File: src/verilog/srpc_pkg.sv
/*
  Package for the system reset and power control block: register map,
  field positions, reset values, timing constants and carrier structs.
  Assumes a single 125 MHz clock and a 32-bit Avalon-MM register port.
*/
package srpc_pkg;

  // clock and timing
  localparam int CLK_PERIOD_PS = 8000;
  localparam int PIN_RST_MIN_NS = 50;
  // rounds down: an async pulse of the least width always spans this many edges
  localparam int PIN_RST_CYC_RAW = (PIN_RST_MIN_NS * 1000) / CLK_PERIOD_PS;
  localparam int PIN_RST_CYC = (PIN_RST_CYC_RAW < 1) ? 1 : PIN_RST_CYC_RAW;
  localparam int RST_STRETCH_CYC = 4;

  // register byte offsets
  localparam logic [7:0] REG_CTRL = 8'h00;
  localparam logic [7:0] REG_STATUS = 8'h04;
  localparam logic [7:0] REG_BROWNOUT = 8'h08;
  localparam logic [7:0] REG_PROTECT = 8'h0C;
  localparam logic [7:0] REG_CLKSEL = 8'h10;
  localparam logic [7:0] REG_RSTSRC = 8'h14;

  // control register fields
  localparam int CTRL_DPD_REQ_BIT = 0;
  localparam int CTRL_DPD_LOCK_BIT = 1;
  localparam int CTRL_BOOT_PIN_DIS_BIT = 2;

  // brownout register fields
  localparam int BO_IRQ_LVL_LSB = 0;
  localparam int BO_RST_LVL_LSB = 4;
  localparam int BO_RST_EN_BIT = 8;
  localparam int BO_IRQ_EN_BIT = 9;

  // reset values
  localparam logic [1:0] BO_IRQ_LVL_RST = 2'h0;
  localparam logic [1:0] BO_RST_LVL_RST = 2'h0;
  localparam logic [1:0] CLKSEL_RST = 2'h0;
  localparam logic [31:0] BOOT_VECTOR = 32'h0000_0000;

  // protection pattern words; the values are arbitrary
  localparam logic [31:0] PROT_PAT_ONE = 32'hA5C3_0001;
  localparam logic [31:0] PROT_PAT_TWO = 32'hA5C3_0002;
  localparam logic [31:0] PROT_PAT_THREE = 32'hA5C3_0003;
  localparam logic [31:0] PROT_PAT_NOBOOT = 32'hA5C3_00B0;

  // debug resources
  localparam int NUM_BREAKPOINTS = 4;
  localparam int NUM_WATCHPOINTS = 2;

  // test access
  typedef enum logic {TAM_BOUNDARY_SCAN, TAM_SERIAL_DEBUG} srpc_tam_t;

  typedef enum logic [1:0] {PROT_NONE, PROT_ONE, PROT_TWO, PROT_THREE} srpc_prot_t;

  // reset source flags: pin, watchdog, power-on, brownout
  typedef struct packed {
    logic pin;
    logic wdog;
    logic por;
    logic brownout;
  } srpc_rst_src_t;

  // access permissions granted by protection
  typedef struct packed {
    logic swd_en;
    logic prog_en;
    logic prog_limited;
    logic prog_erase_only;
    logic prog_sector0_ok;
    logic boot_pin_en;
    logic app_prog_en;
  } srpc_access_t;

endpackage : srpc_pkg

File: src/verilog/srpc_top.sv
/*
  System reset and power control: reset merge and stretch, deepest
  power-down entry and wake, brownout compare, read protection decode,
  test access mode selection and an Avalon-MM register slave.
  Assumes all pins and the analog brownout level code are asynchronous;
  power-on detection arrives as an active-high level.
*/
// Design decisions made here: the placing of the registers and the Avalon-MM register port.
// Functional notes
// - deepest power-down kills all; wake pin only
// - lock bit refuses deepest power-down entry
// - four reset sources: pin, watchdog, POR, brownout
// - chip reset starts RC oscillator, inits flash
// - reset pin low 50 ns resets device
// - released reset: defaults set, fetch at zero
// - brownout interrupt while supply below level
// - interrupt gated by enable; raw always readable
// - software picks one of four reset thresholds
// - flash pattern sets protection; application programming free
// - boot-select programming entry disabled independently
// - level one: no debug, no sector zero
// - level two: no debug, erase-all programming only
// - level three: no debug, no programming, no boot pin
// - reset pin low boundary scan, high serial debug
// - serial debug disabled while in reset
// - boundary scan offers no processor debug
// - four breakpoints, two watchpoints
// - runs from RC oscillator after any reset
module srpc_top
  import srpc_pkg::*;
(
  // clock and reset
  input wire logic clock_in,
  input wire logic srst_in,
  // pins and sources
  input wire logic reset_pin_n_in,
  input wire logic wake_pin_in,
  input wire logic wdog_reset_in,
  input wire logic por_in,
  input wire logic [2:0] supply_level_in,
  input wire logic [31:0] protect_word_in,
  // avalon-mm slave
  input wire logic [7:0] avs_address,
  input wire logic avs_read,
  input wire logic avs_write,
  input wire logic [31:0] avs_writedata,
  input wire logic [3:0] avs_byteenable,
  output logic [31:0] avs_readdata,
  output logic avs_waitrequest,
  output logic [1:0] avs_response,
  // system outputs
  output logic chip_reset_out,
  output logic rc_osc_start_out,
  output logic flash_init_out,
  output logic [31:0] fetch_addr_out,
  output logic [1:0] clk_sel_out,
  output logic power_domain_en_out,
  output logic brownout_irq_out,
  output logic brownout_irq_gated_out,
  output logic swd_enable_out,
  output logic bscan_enable_out,
  output srpc_access_t access_out,
  output logic [2:0] num_breakpoints_out,
  output logic [1:0] num_watchpoints_out
);

  typedef enum {ST_RUN, ST_DEEP_DOWN} srpc_pwr_st_t;

  // synchronisers
  logic [1:0] rst_pin_sync_r;
  logic [1:0] wake_sync_r;
  logic [1:0] wdog_sync_r;
  logic [1:0] por_sync_r;
  logic [2:0] lvl_s1_r;
  logic [2:0] lvl_s2_r;
  logic [2:0] lvl_s3_r;
  logic [2:0] lvl_r;

  always_ff @(posedge clock_in)
  begin
    rst_pin_sync_r <= {rst_pin_sync_r[0], reset_pin_n_in};
    wake_sync_r <= {wake_sync_r[0], wake_pin_in};
    wdog_sync_r <= {wdog_sync_r[0], wdog_reset_in};
    por_sync_r <= {por_sync_r[0], por_in};
    lvl_s1_r <= supply_level_in;
    lvl_s2_r <= lvl_s1_r;
    lvl_s3_r <= lvl_s2_r;
    // code bits may land on different edges; take a code once it repeats
    if (lvl_s3_r == lvl_s2_r)
      lvl_r <= lvl_s3_r;
  end

  logic pin_low;
  assign pin_low = ~rst_pin_sync_r[1];

  // registers
  logic dpd_lock_r;
  logic boot_pin_dis_r;
  logic [1:0] bo_irq_lvl_r;
  logic [1:0] bo_rst_lvl_r;
  logic bo_rst_en_r;
  logic bo_irq_en_r;
  logic [1:0] clk_sel_r;
  srpc_rst_src_t rst_flags_r;
  srpc_pwr_st_t pwr_st_r;
  srpc_prot_t prot_r;
  logic boot_dis_flash_r;

  // pin low filter: glitches spanning fewer than PIN_RST_CYC clock edges are ignored
  logic [7:0] pin_cnt_r;
  logic pin_rst_r;
  always_ff @(posedge clock_in)
  begin
    if (srst_in || !pin_low)
    begin
      pin_cnt_r <= 8'h00;
      pin_rst_r <= 1'b0;
    end
    else if (pin_cnt_r < 8'(PIN_RST_CYC - 1))
      pin_cnt_r <= pin_cnt_r + 8'h01;
    else
      pin_rst_r <= 1'b1;
  end

  // brownout compare; level code below the selected threshold means low supply
  logic bo_irq_raw;
  logic bo_rst_req;
  assign bo_irq_raw = lvl_r < {1'b0, bo_irq_lvl_r};
  assign bo_rst_req = bo_rst_en_r && (lvl_r < {1'b0, bo_rst_lvl_r});

  srpc_rst_src_t src_now;
  assign src_now = '{pin: pin_rst_r, wdog: wdog_sync_r[1], por: por_sync_r[1],
                     brownout: bo_rst_req};

  // stretch keeps reset until every source released plus a few cycles
  logic [2:0] stretch_r;
  logic chip_rst_r;
  always_ff @(posedge clock_in)
  begin
    if (srst_in || (|src_now))
    begin
      stretch_r <= 3'(RST_STRETCH_CYC);
      chip_rst_r <= 1'b1;
    end
    else if (stretch_r != 3'h0)
      stretch_r <= stretch_r - 3'h1;
    else
      chip_rst_r <= 1'b0;
  end

  // reset cause flags: set wins over software clear
  logic src_clr;
  assign src_clr = avs_write && !avs_waitrequest && avs_address == REG_RSTSRC
                   && avs_byteenable[0];
  always_ff @(posedge clock_in)
  begin
    if (srst_in)
      rst_flags_r <= '0;
    else
      rst_flags_r <= (src_clr ? (rst_flags_r & ~srpc_rst_src_t'(avs_writedata[3:0]))
                             : rst_flags_r) | src_now;
  end

  // deepest power-down state machine
  logic dpd_req;
  assign dpd_req = avs_write && !avs_waitrequest && avs_address == REG_CTRL
                   && avs_byteenable[0] && avs_writedata[CTRL_DPD_REQ_BIT];
  always_ff @(posedge clock_in)
  begin
    if (srst_in)
      pwr_st_r <= ST_RUN;
    else
    begin
      unique case (pwr_st_r)
        ST_RUN:
          if (dpd_req && !dpd_lock_r && !chip_rst_r)
            pwr_st_r <= ST_DEEP_DOWN;
        ST_DEEP_DOWN:
          if (!wake_sync_r[1])
            pwr_st_r <= ST_RUN;
      endcase
    end
  end

  logic in_dpd;
  assign in_dpd = pwr_st_r == ST_DEEP_DOWN;

  // software registers; all return to defaults under chip reset
  logic reg_wr;
  assign reg_wr = avs_write && !avs_waitrequest;
  always_ff @(posedge clock_in)
  begin
    if (srst_in || chip_rst_r || in_dpd)
    begin
      dpd_lock_r <= 1'b0;
      boot_pin_dis_r <= 1'b0;
      bo_irq_lvl_r <= BO_IRQ_LVL_RST;
      bo_rst_lvl_r <= BO_RST_LVL_RST;
      bo_rst_en_r <= 1'b0;
      bo_irq_en_r <= 1'b0;
      clk_sel_r <= CLKSEL_RST;
    end
    else if (reg_wr)
    begin
      unique case (avs_address)
        REG_CTRL:
          if (avs_byteenable[0])
          begin
            dpd_lock_r <= dpd_lock_r | avs_writedata[CTRL_DPD_LOCK_BIT];
            boot_pin_dis_r <= avs_writedata[CTRL_BOOT_PIN_DIS_BIT];
          end
        REG_BROWNOUT:
        begin
          if (avs_byteenable[0])
          begin
            bo_irq_lvl_r <= avs_writedata[BO_IRQ_LVL_LSB +: 2];
            bo_rst_lvl_r <= avs_writedata[BO_RST_LVL_LSB +: 2];
          end
          if (avs_byteenable[1])
          begin
            bo_rst_en_r <= avs_writedata[BO_RST_EN_BIT];
            bo_irq_en_r <= avs_writedata[BO_IRQ_EN_BIT];
          end
        end
        REG_CLKSEL:
          if (avs_byteenable[0])
            clk_sel_r <= avs_writedata[1:0];
        default:
          ;
      endcase
    end
  end

  // protection level caught from flash pattern at reset release
  function automatic srpc_prot_t prot_decode(input logic [31:0] w);
    unique case (w)
      PROT_PAT_ONE: prot_decode = PROT_ONE;
      PROT_PAT_TWO: prot_decode = PROT_TWO;
      PROT_PAT_THREE: prot_decode = PROT_THREE;
      default: prot_decode = PROT_NONE;
    endcase
  endfunction : prot_decode

  always_ff @(posedge clock_in)
  begin
    if (srst_in)
    begin
      prot_r <= PROT_NONE;
      boot_dis_flash_r <= 1'b0;
    end
    else if (chip_rst_r)
    begin
      prot_r <= prot_decode(protect_word_in);
      boot_dis_flash_r <= protect_word_in == PROT_PAT_NOBOOT;
    end
  end

  srpc_access_t acc;
  always_comb
  begin
    acc.app_prog_en = 1'b1;
    acc.swd_en = prot_r == PROT_NONE;
    acc.prog_en = prot_r != PROT_THREE;
    acc.prog_limited = prot_r == PROT_ONE;
    acc.prog_erase_only = prot_r == PROT_TWO;
    acc.prog_sector0_ok = prot_r == PROT_NONE || prot_r == PROT_TWO;
    acc.boot_pin_en = prot_r != PROT_THREE && !boot_pin_dis_r && !boot_dis_flash_r;
  end

  // outputs
  always_ff @(posedge clock_in)
  begin
    if (srst_in)
    begin
      access_out <= '0;
      swd_enable_out <= 1'b0;
      bscan_enable_out <= 1'b0;
      brownout_irq_out <= 1'b0;
      brownout_irq_gated_out <= 1'b0;
    end
    else
    begin
      access_out <= acc;
      // tam by pin level; debug only while out of reset
      bscan_enable_out <= pin_low;
      // source term drops debug on the very edge that raises chip reset
      swd_enable_out <= !pin_low && !chip_rst_r && !(|src_now) && !in_dpd
                        && acc.swd_en;
      brownout_irq_out <= bo_irq_raw && !chip_rst_r;
      brownout_irq_gated_out <= bo_irq_raw && bo_irq_en_r && !chip_rst_r;
    end
  end

  assign chip_reset_out = chip_rst_r;
  assign rc_osc_start_out = chip_rst_r || clk_sel_r == CLKSEL_RST;
  assign flash_init_out = chip_rst_r;
  assign fetch_addr_out = BOOT_VECTOR;
  assign clk_sel_out = clk_sel_r;
  assign power_domain_en_out = !in_dpd;
  assign num_breakpoints_out = 3'(NUM_BREAKPOINTS);
  assign num_watchpoints_out = 2'(NUM_WATCHPOINTS);

  // bus: reads take one wait cycle so data comes from flops
  logic rd_done_r;
  always_ff @(posedge clock_in)
  begin
    if (srst_in)
      rd_done_r <= 1'b0;
    else
      rd_done_r <= avs_read && !rd_done_r;
  end
  assign avs_waitrequest = avs_read && !rd_done_r;

  function automatic logic mapped(input logic [7:0] a);
    mapped = a == REG_CTRL || a == REG_STATUS || a == REG_BROWNOUT
             || a == REG_PROTECT || a == REG_CLKSEL || a == REG_RSTSRC;
  endfunction : mapped

  always_ff @(posedge clock_in)
  begin
    if (srst_in)
    begin
      avs_readdata <= 32'h0000_0000;
      avs_response <= 2'h0;
    end
    else if (avs_read && !rd_done_r)
    begin
      avs_response <= mapped(avs_address) ? 2'h0 : 2'h3;
      unique case (avs_address)
        REG_CTRL: avs_readdata <= {29'h0, boot_pin_dis_r, dpd_lock_r, 1'b0};
        REG_STATUS: avs_readdata <= {28'h0, lvl_r, bo_irq_raw};
        REG_BROWNOUT: avs_readdata <= {22'h0, bo_irq_en_r, bo_rst_en_r, 2'h0,
                                       bo_rst_lvl_r, 2'h0, bo_irq_lvl_r};
        REG_PROTECT: avs_readdata <= {22'h0, prot_r, acc, prot_r != PROT_NONE};
        REG_CLKSEL: avs_readdata <= {30'h0, clk_sel_r};
        REG_RSTSRC: avs_readdata <= {28'h0, rst_flags_r};
        default: avs_readdata <= 32'h0000_0000;
      endcase
    end
  end
endmodule : srpc_top

File: config.mk
export PLATFORM = sky130hd
export DESIGN_NAME = srpc_top
export DESIGN_NICKNAME = d
export VERILOG_FILES = /design/src/verilog/srpc_pkg.sv /design/src/verilog/srpc_top.sv
export SDC_FILE = /design/constraint.sdc
export NUM_CORES = 1
export LEC_CHECK = 0
export ABC_AREA = 0
export BUFFER_PORTS_ARGS = -buffer_cell sky130_fd_sc_hd__buf_2
export CAP_MARGIN = 20
export CORE_UTILIZATION = 41
export DETAILED_ROUTE_END_ITERATION = 12
export GPL_ROUTABILITY_DRIVEN = 0
export PLACE_DENSITY = 0.76
export SLEW_MARGIN = 20
export SYNTH_ARGS = -nofsm -noshare
export SYNTH_HDL_FRONTEND = slang
export SYNTH_SLANG_ARGS = --single-unit
File: constraint.sdc
create_clock -name clock_in -period 1.5 [get_ports clock_in]
set_input_delay 0.075 -clock clock_in [delete_from_list [all_inputs] [get_ports clock_in]]
set_output_delay 0.075 -clock clock_in [all_outputs]
set_load 0.02 [all_outputs]
# Yosys cells after proc, flatten, opt, wreduce, memory -nomap -nowiden
# Index checks and enable logic that the tools add are counted.
[totals]
register_bits = 128
out_inout_bits = 89
elab_cells = 125
[op_classes]
n_addsub = 2
n_lt_le_gt_ge = 3
eq_ne = 17
n_mux = 8
n_bitwise = 5
n_reduce_logical = 50
[op_table]
columns = ["op", "count"]
rows = [
  ["32-bit == test (second input constant)", 4],
  ["32-bit two-way mux", 2],
  ["32-bit case mux with 2 select lines", 1],
  ["10-bit case mux with 6 select lines", 1],
  ["32-bit by 1-bit == test with 1-bit output (second input constant)", 1],
  ["32-bit by 2-bit == test with 1-bit output (second input constant)", 1],
  ["32-bit logical NOT", 1],
  ["1-bit logical AND", 19],
  ["8-bit by 4-bit == test with 1-bit output (second input constant)", 2],
  ["8-bit by 5-bit == test with 1-bit output (second input constant)", 2],
  ["3-bit AND reduction", 4],
  ["1-bit logical OR", 11],
  ["8-bit by 1-bit adder with 8-bit output (second input constant)", 1],
  ["8-bit by 3-bit == test with 1-bit output (second input constant)", 1],
  ["1-bit logical NOT", 8],
  ["8-bit logical NOT", 1],
  ["8-bit by 3-bit less-than comparator with 1-bit output (second input constant)", 1],
  ["3-bit by 2-bit less-than comparator with 1-bit output", 2],
  ["2-bit != test (second input constant)", 3],
  ["2-bit case mux with 3 select lines", 1],
  ["4-bit bitwise AND", 1],
  ["2-bit logical NOT", 2],
  ["4-bit two-way mux", 1],
  ["4-bit NOT", 1],
  ["other kinds (13)", 13],
]

# Logic depth before layout (Yosys ltp)
# Gate-level depths: netlist of the first run.
[depth]
word_depth = 11
depth_mapped = 7
ltp_nobuf = 6

# Least setup slack after synthesis of the first run
# OpenSTA, ideal clock, no wires.
[synth_timing]
kind = "register to register"
start = "reg chip_rst_r, in the netlist chip_reset_out"
end = "reg prot_r[1]"
setup_ns = 0.066
arrival_time_ns = 1.631
t_required_ns = 1.434
slack_ns = -0.197
path_stages_with_launch = 4
path_buffers = 0
path_cell_list = "dfxtp_1 > or4b_1 > or4_4 > a21oi_2"
[synth_rtl]
columns = ["element", "line", "source"]
rows = [
  ["start: declaration", "srpc_top.sv:137", "logic chip_rst_r;"],
  ["start signal: assignment", "srpc_top.sv:143", "chip_rst_r <= 1'b1;"],
  ["start signal: assignment", "srpc_top.sv:148", "chip_rst_r <= 1'b0;"],
  ["end signal: assignment", "srpc_top.sv:253", "prot_r <= prot_decode(protect_word_in);"],
  ["end: declaration", "srpc_top.sv:106", "srpc_prot_t prot_r;"],
]

# Final worst setup path of the first run
[layout_timing]
start = "reg lvl_r[1]"
end = "reg swd_enable_out"
[layout_between]
elab_chain_len = 7
[layout_lines]
columns = ["element", "line", "source"]
rows = [
  ["start: declaration", "srpc_top.sv:77", "logic [2:0] lvl_r;"],
  ["start signal: assignment", "srpc_top.sv:90", "lvl_r <= lvl_s3_r;"],
  ["3-bit by 2-bit less-than comparator with 1-bit output", "srpc_top.sv:129", "assign bo_rst_req = bo_rst_en_r && (lvl_r < {1'b0, bo_rst_lvl_r});"],
  ["1-bit logical AND", "srpc_top.sv:129", ""],
  ["4-bit OR reduction", "srpc_top.sv:287", "swd_enable_out <= !pin_low && !chip_rst_r && !(|src_now) && !in_dpd"],
  ["1-bit logical NOT", "srpc_top.sv:287", ""],
  ["1-bit logical AND (2 in series)", "srpc_top.sv:287", ""],
  ["1-bit logical AND", "srpc_top.sv:288", "&& acc.swd_en;"],
  ["end signal: assignment", "srpc_top.sv:287", ""],
  ["end: declaration", "srpc_top.sv:60", "output logic swd_enable_out,"],
]
# No other way between the ends.
# A chain may end at the register's enable or synchronous reset.

==> impl_metrics.toml, run 1 <==
[timing]
fin_ws_ns = 0.00375
hold_viol_final = 0
slew_viol_final = 0
period_minus_slack_ns = 1.50
clock_skew_ns = 0.00860
fmax_ghz = 0.668
post-route-period-util_pct = 99.8
finalHoldWorstSlack_ns = 0.0711
rsz0062_at_grt = "yes"
setup_tns_ns = 0
setup_viol = 0

[finish]
seqCellArea_mm2 = 0.00152
diodes = 0
multi_input_area_mm2 = 0.00155
final_core_util_pct = 53.8
num-fill-cells = 719
layoutNonFillerInstCount = 583
areaGrowthSynthToFinish_pct = 25.1
drive_above_1_share_pct = 29.1
layout.nets = 571
final_cell_area_mm2 = 0.00420

[detailed_routing]
via_per_inst = 4.71
wire_per_inst_um = 12.5
vias = 2744
totalWireLength_mm = 7.31
drc = 0
drt_iter0_markers = 127
firstDrtPassIters = 4
ant_nets = 0

[worst_setup_path]
arrival_ns = 1.74
worst_setup_path_start_kind = "flip-flop"
cp.required_ns = 1.74
slowest_stage = "edfxtp_1"
max_stage_delay_ns = 0.48
path_class = "reg -> reg"
crit_chain = "ha_4 > a2111oi_4 > buf_4 > nor3_1"
setup.worst_path.end_class = "flip-flop"
crit_path_max_fanout = 4

[power]
power_frac_clock_pct = 38.6
p_total_mw = 4.09
swShare_pct = 25.8
peakVddDrop_v = 0.000640
comb_power_share_pct = 11.3
leakagePower_nw = 1.88
p_int_mw = 3.04
power_frac_seq_pct = 50.2
powerDensity_mw_per_mm2 = 974
p_sw_mw = 1.05

[cts]
clk_pin_slew_ns = 0.07
cts_root_buffer = "clkbuf_8"
cts_buffer_depth = 2
cts_buffers = 9
cts_tree = "yes"
cts_sinks = 74
htree_num_levels = 3
worstSkewPairLatency_ns = 0.35

[synth]
synth_cell_types = 55
yosys.area.top_type = "dfxtp_1"
ys_async_sr_fraction_pct = 0
synthFlopType = "dfxtp_1"
synth_area_per_cell_um2 = 9.28
synth_edf_count = 3
synthesis.area_mm2 = 0.00336
netlist_top_cells_area = "dfxtp_1 (42%), buf_4 (14%), nand2_1 (3.6%)"
yosys_warnings = 0
synth.top_cell.area_share_pct = 42.3
ys_seq_area_share_pct = 45.0
synth_common_cells = "dfxtp_1 (71), buf_4 (62), nand2_1 (32)"
syn_inst = 362
ys_ff_latch = 74
synth.most_common_cell = "dfxtp_1"

[die]
fp.dieArea_mm2 = 0.00856
core_mm2 = 0.00781
start_util_pct = 43.0
num_io_pins = 176
die_y_um = 92.5
die_x_um = 92.5
num_rows = 32

[worst_hold_path]
min_path_type = "in -> reg"

[place]
dp_slack_ns = -0.100
dpl_cell_area_mm2 = 0.00377
place_inst = 551
port_buffers = 90
hpwl_mm = 5.44

[grt]
grt-ovfl-total = 0
grtUsageTotal_pct = 17.6
grt_max_degree = 26
first_global_vias = 2472
grt_antenna_before_repair = 0
grt_pass1_wl_mm = 11.7

[status]
status = "finished clean"

[flow_run]
max_cap_violations = 0
==> routing by layer <==
layer / track usage, % / up-vias / part of all wire (%)
met5: 0 / - / 0
met4: 7.42 / 0 / 2.0
met3: 4.76 / 16 / 6.0
met2: 29.8 / 113 / 50
met1: 21.1 / 1268 / 42
li1: - / 1347 / -
==> flip-flops by register name, indices dropped and copies added, names as in the netlist, 2 cells and up <==
name            count
lvl_s2_r            3
lvl_r               3
bo_rst_lvl_r        2
wake_sync_r         2
lvl_s3_r            3
wdog_sync_r         2
clk_sel_out         2
lvl_s1_r            3
rst_flags_r         4
access_out          7
pin_cnt_r           8
bo_irq_lvl_r        2
rst_pin_sync_r      2
stretch_r           3
avs_readdata       10
prot_r              2
por_sync_r          2
==> placed cells by master, fill, tap and decap left out, types with 4 or more instances in the layout <==
cell and instances:
a21oi_1 11, and2_1 8, and3_1 4, buf_2 90, buf_4 15, clkbuf_8 9
conb_1 59, dfxtp_1 68, dlygate4sd3_1 17, ha_1 4, inv_1 19, mux2i_1 9
nand2_1 32, nand2b_1 6, nand3_1 14, nor2_1 15, nor3_1 11, nor4_1 4
o21ai_0 10
==> worst paths after layout <==
| check | to | cells past startpoint | slack [ns] | startpoint |
|---|---|---|---|---|
| min | bo_irq_en_r$_SDFFE_PP0P_ | 3 | 0.07 | avs_byteenable[1] |
| min reg2reg | rst_pin_sync_r[1]$_DFF_P_ | 0 | 0.33 | rst_pin_sync_r[0]$_DFF_P_ |
| max reg2reg | swd_enable_out$_SDFF_PP0_ | 4 | 0.004 | lvl_r[1]$_DFFE_PN_ |
| max | swd_enable_out$_SDFF_PP0_ | 4 | 0.004 | lvl_r[1]$_DFFE_PN_ |
==> cell type report <==
class                   count  share of cell area (%)
inverters                  19                    1.70
repair buffers            122                    17.4
clock inverters             4                    1.22
clock buffers              10                    3.54
well taps                 102                    3.04
flip-flops and latches     74                    36.1
multi-input cells         252                    36.9
==> timing repair <==
item | 4_1_cts | 5_1_grt
buffers inserted | 1 | 0
hold buffers | 16 | 1
endpoints found under the setup margin | 5 | 18
resized for setup | 5 | 9
hold endpoints to repair | 16 | 1
pin swaps | 5 | 2
==> power groups by stage <==
| stage | Sequential [mW] | Combinational, mW | Clock, mW |
|---|---|---|---|
| after floorplan | 2.11 | 0.377 | 0 |
| after global placement | 2.10 | 0.402 | 0 |
| after detailed placement | 2.10 | 0.410 | 0 |
| after CTS | 2.05 | 0.447 | 1.60 |
| after global routing | 2.06 | 0.501 | 1.71 |
| final | 2.05 | 0.460 | 1.58 |
==> worst max-delay path, delay by kind of cell, from the launching register on <==
family                   cells  cell delay, ns
buffers and inverters        1            0.20
adder cells (fa/ha/maj)      1            0.26
AND/OR/NAND/NOR              1            0.04
AO/OA/AOI/OAI                1            0.41
flip-flops                   1            0.48
==> kinds of logic after synthesis <==
| family | synth area share, % |
|---|---|
| xor gates and xnor gates | 1.56 |
| other | 0.223 |
| and+or+nand+nor | 20.5 |
| muxes | 3.98 |
| adders and majority gates | 2.23 |
| AOI/OAI and AO/OA | 9.20 |
| DFF | 45.0 |
| buffers and inverters | 17.3 |
No activity file was read; power rests on OpenSTA's default activity.
==> inputs of run 2 (changes only) <==
--- a/config.mk
+++ b/config.mk
@@ -8,10 +8,10 @@
 export ABC_AREA = 0
 export BUFFER_PORTS_ARGS = -buffer_cell sky130_fd_sc_hd__buf_2
 export CAP_MARGIN = 20
-export CORE_UTILIZATION = 41
+export CORE_UTILIZATION = 45
 export DETAILED_ROUTE_END_ITERATION = 12
 export GPL_ROUTABILITY_DRIVEN = 0
-export PLACE_DENSITY = 0.76
+export PLACE_DENSITY = 0.79
 export SLEW_MARGIN = 20
 export SYNTH_ARGS = -nofsm -noshare
 export SYNTH_HDL_FRONTEND = slang
==> constraint.sdc (replaced) <==
create_clock -name clock_in -period 1.8 [get_ports clock_in]
set_input_delay 0.09 -clock clock_in [delete_from_list [all_inputs] [get_ports clock_in]]
set_output_delay 0.09 -clock clock_in [all_outputs]
set_load 0.02 [all_outputs]
==> impl_metrics.toml, run 2 (same netlist as run 1, synthesis figures left out) <==
[finish]
areaGrowthSynthToFinish_pct = 21.4
drive_above_1_share_pct = 25.5
final_core_util_pct = 56.2
layout.nets = 563
largest_reg_flops = 10
diodes = 0
layout_commonest_cell = "buf_2"
num-fill-cells = 666
mostFrequentLayoutCells = "buf_2 (90), dfxtp_1 (71), conb_1 (59), nand2_1 (32), inv_1 (19)"
final_cell_area_mm2 = 0.00408
top_register = "avs_readdata"
top_regs = "avs_readdata: 10 flops, pin_cnt_r: 8 flops, access_out: 7 flops"

[cts]
worstSkewPairLatency_ns = 0.34
cts_tree = "yes"
htree_num_levels = 3
cts_buffers = 9
clk_pin_slew_ns = 0.08
cts_sinks = 74
cts_buffer_depth = 2
cts_root_buffer = "clkbuf_8"

[grt]
grtUsageTotal_pct = 18.5
first_global_vias = 2420
grt-ovfl-total = 0
grt_antenna_before_repair = 0
grt_pass1_wl_mm = 11.1
grt_max_degree = 26

[die]
num_rows = 31
num_io_pins = 176
fp.dieArea_mm2 = 0.00782
die_x_um = 88.4
start_util_pct = 46.3
die_y_um = 88.4
core_mm2 = 0.00725

[worst_setup_path]
arrival_ns = 1.82
setup.worst_path.end_class = "flip-flop"
cp.required_ns = 2.04
worst_setup_path_start_kind = "flip-flop"
path_class = "reg -> reg"
crit_path_max_fanout = 5

[detailed_routing]
wire_per_inst_um = 12.1
via_per_inst = 4.72
vias = 2707
drt_iter0_markers = 131
firstDrtPassIters = 5
totalWireLength_mm = 6.97
drc = 0
ant_nets = 0

[power]
comb_power_share_pct = 10.7
peakVddDrop_v = 0.000641
swShare_pct = 25.2
power_frac_seq_pct = 49.2
p_sw_mw = 0.878
leakagePower_nw = 1.84
p_int_mw = 2.60
powerDensity_mw_per_mm2 = 853
power_frac_clock_pct = 40.1

[timing]
hold_viol_final = 0
rsz0062_at_grt = "no"
period_minus_slack_ns = 1.59
setup_viol = 0
setup_tns_ns = 0
fin_ws_ns = 0.214
fmax_ghz = 0.630
slew_viol_final = 0
post-route-period-util_pct = 88.1
clock_skew_ns = 0.00807

[flow_run]
max_cap_violations = 0

[place]
hpwl_mm = 5.26
dp_slack_ns = 0.197
port_buffers = 90
dpl_cell_area_mm2 = 0.00369

[worst_hold_path]
min_path_type = "in -> reg"

[status]
status = "finished clean"
run 2: changes by cell type in the layout (fill, tap and decap cells not counted), moves of 3 or more:
| cell | before | now |
|---|---|---|
| dfxtp_1 | 68 | 71 |
| buf_4 | 15 | 7 |
| o21ai_1 | 3 | 0 |
| o21ai_0 | 10 | 13 |
run 2: final timing paths:
| kind | startpoint | endpoint | slack, ns | depth (start not counted) |
|---|---|---|---|---|
| setup / recovery | lvl_r[1]$_DFFE_PN_ | stretch_r[1]$_SDFFE_PP0P_ | 0.21 | 5 |
| hold / removal | avs_byteenable[1] | bo_irq_en_r$_SDFFE_PP0P_ | 0.11 | 3 |
| setup reg to reg | lvl_r[1]$_DFFE_PN_ | stretch_r[1]$_SDFFE_PP0P_ | 0.21 | 5 |
| hold reg to reg | wake_sync_r[0]$_DFF_P_ | wake_sync_r[1]$_DFF_P_ | 0.33 | 0 |
run 2: repair_timing:
action,in CTS,in global routing
setup buffers,0,0
hold buffers,16,1
gates resized for setup,0,1
endpoints found under the setup margin,0,1
endpoints found under the hold margin,16,1
run 2: area by class of cell:
cell class	instances	area, um^2	area share, %
flip-flops and latches	74	1510	37.1
clock buffers	10	128	3.13
inverters	19	71.3	1.75
well taps	99	124	3.04
multi-input cells	252	1480	36.3
repair buffers	114	673	16.5
clock inverters	6	90.1	2.21
run 2: routing by layer:
layer	GRT usage [%]	wire [um]	part of all wire (%)
met3	6.62	466	6.7
met1	21.7	2860	41
met2	31.0	3470	50
met5	0	0	0
met4	7.33	172	2.5
run 2: metrics by stage:
step	std cells	power, mW	hold WS, ns
after floorplan	419	2.07	0.118
after global placement	541	2.08	0.193
after detailed placement	541	2.09	0.194
after CTS	573	3.50	0.00602
after global routing	574	3.64	0.0950
final	574	3.48	0.108
run 2: worst max-delay path: stages (launching register included):
cell       delay [ns]
edfxtp_1         0.44
ha_1             0.31
a2111oi_1        0.33
buf_4            0.20
nor3_1           0.08
o211a_1          0.13
run 2: power groups by stage:
| stage | Sequential (mW) | Combinational, mW | Clock, mW |
|---|---|---|---|
| floorplan | 1.76 | 0.313 | 0 |
| global placement | 1.75 | 0.330 | 0 |
| detailed placement | 1.75 | 0.339 | 0 |
| CTS | 1.71 | 0.367 | 1.42 |
| global route | 1.72 | 0.410 | 1.52 |
| finish | 1.71 | 0.372 | 1.40 |
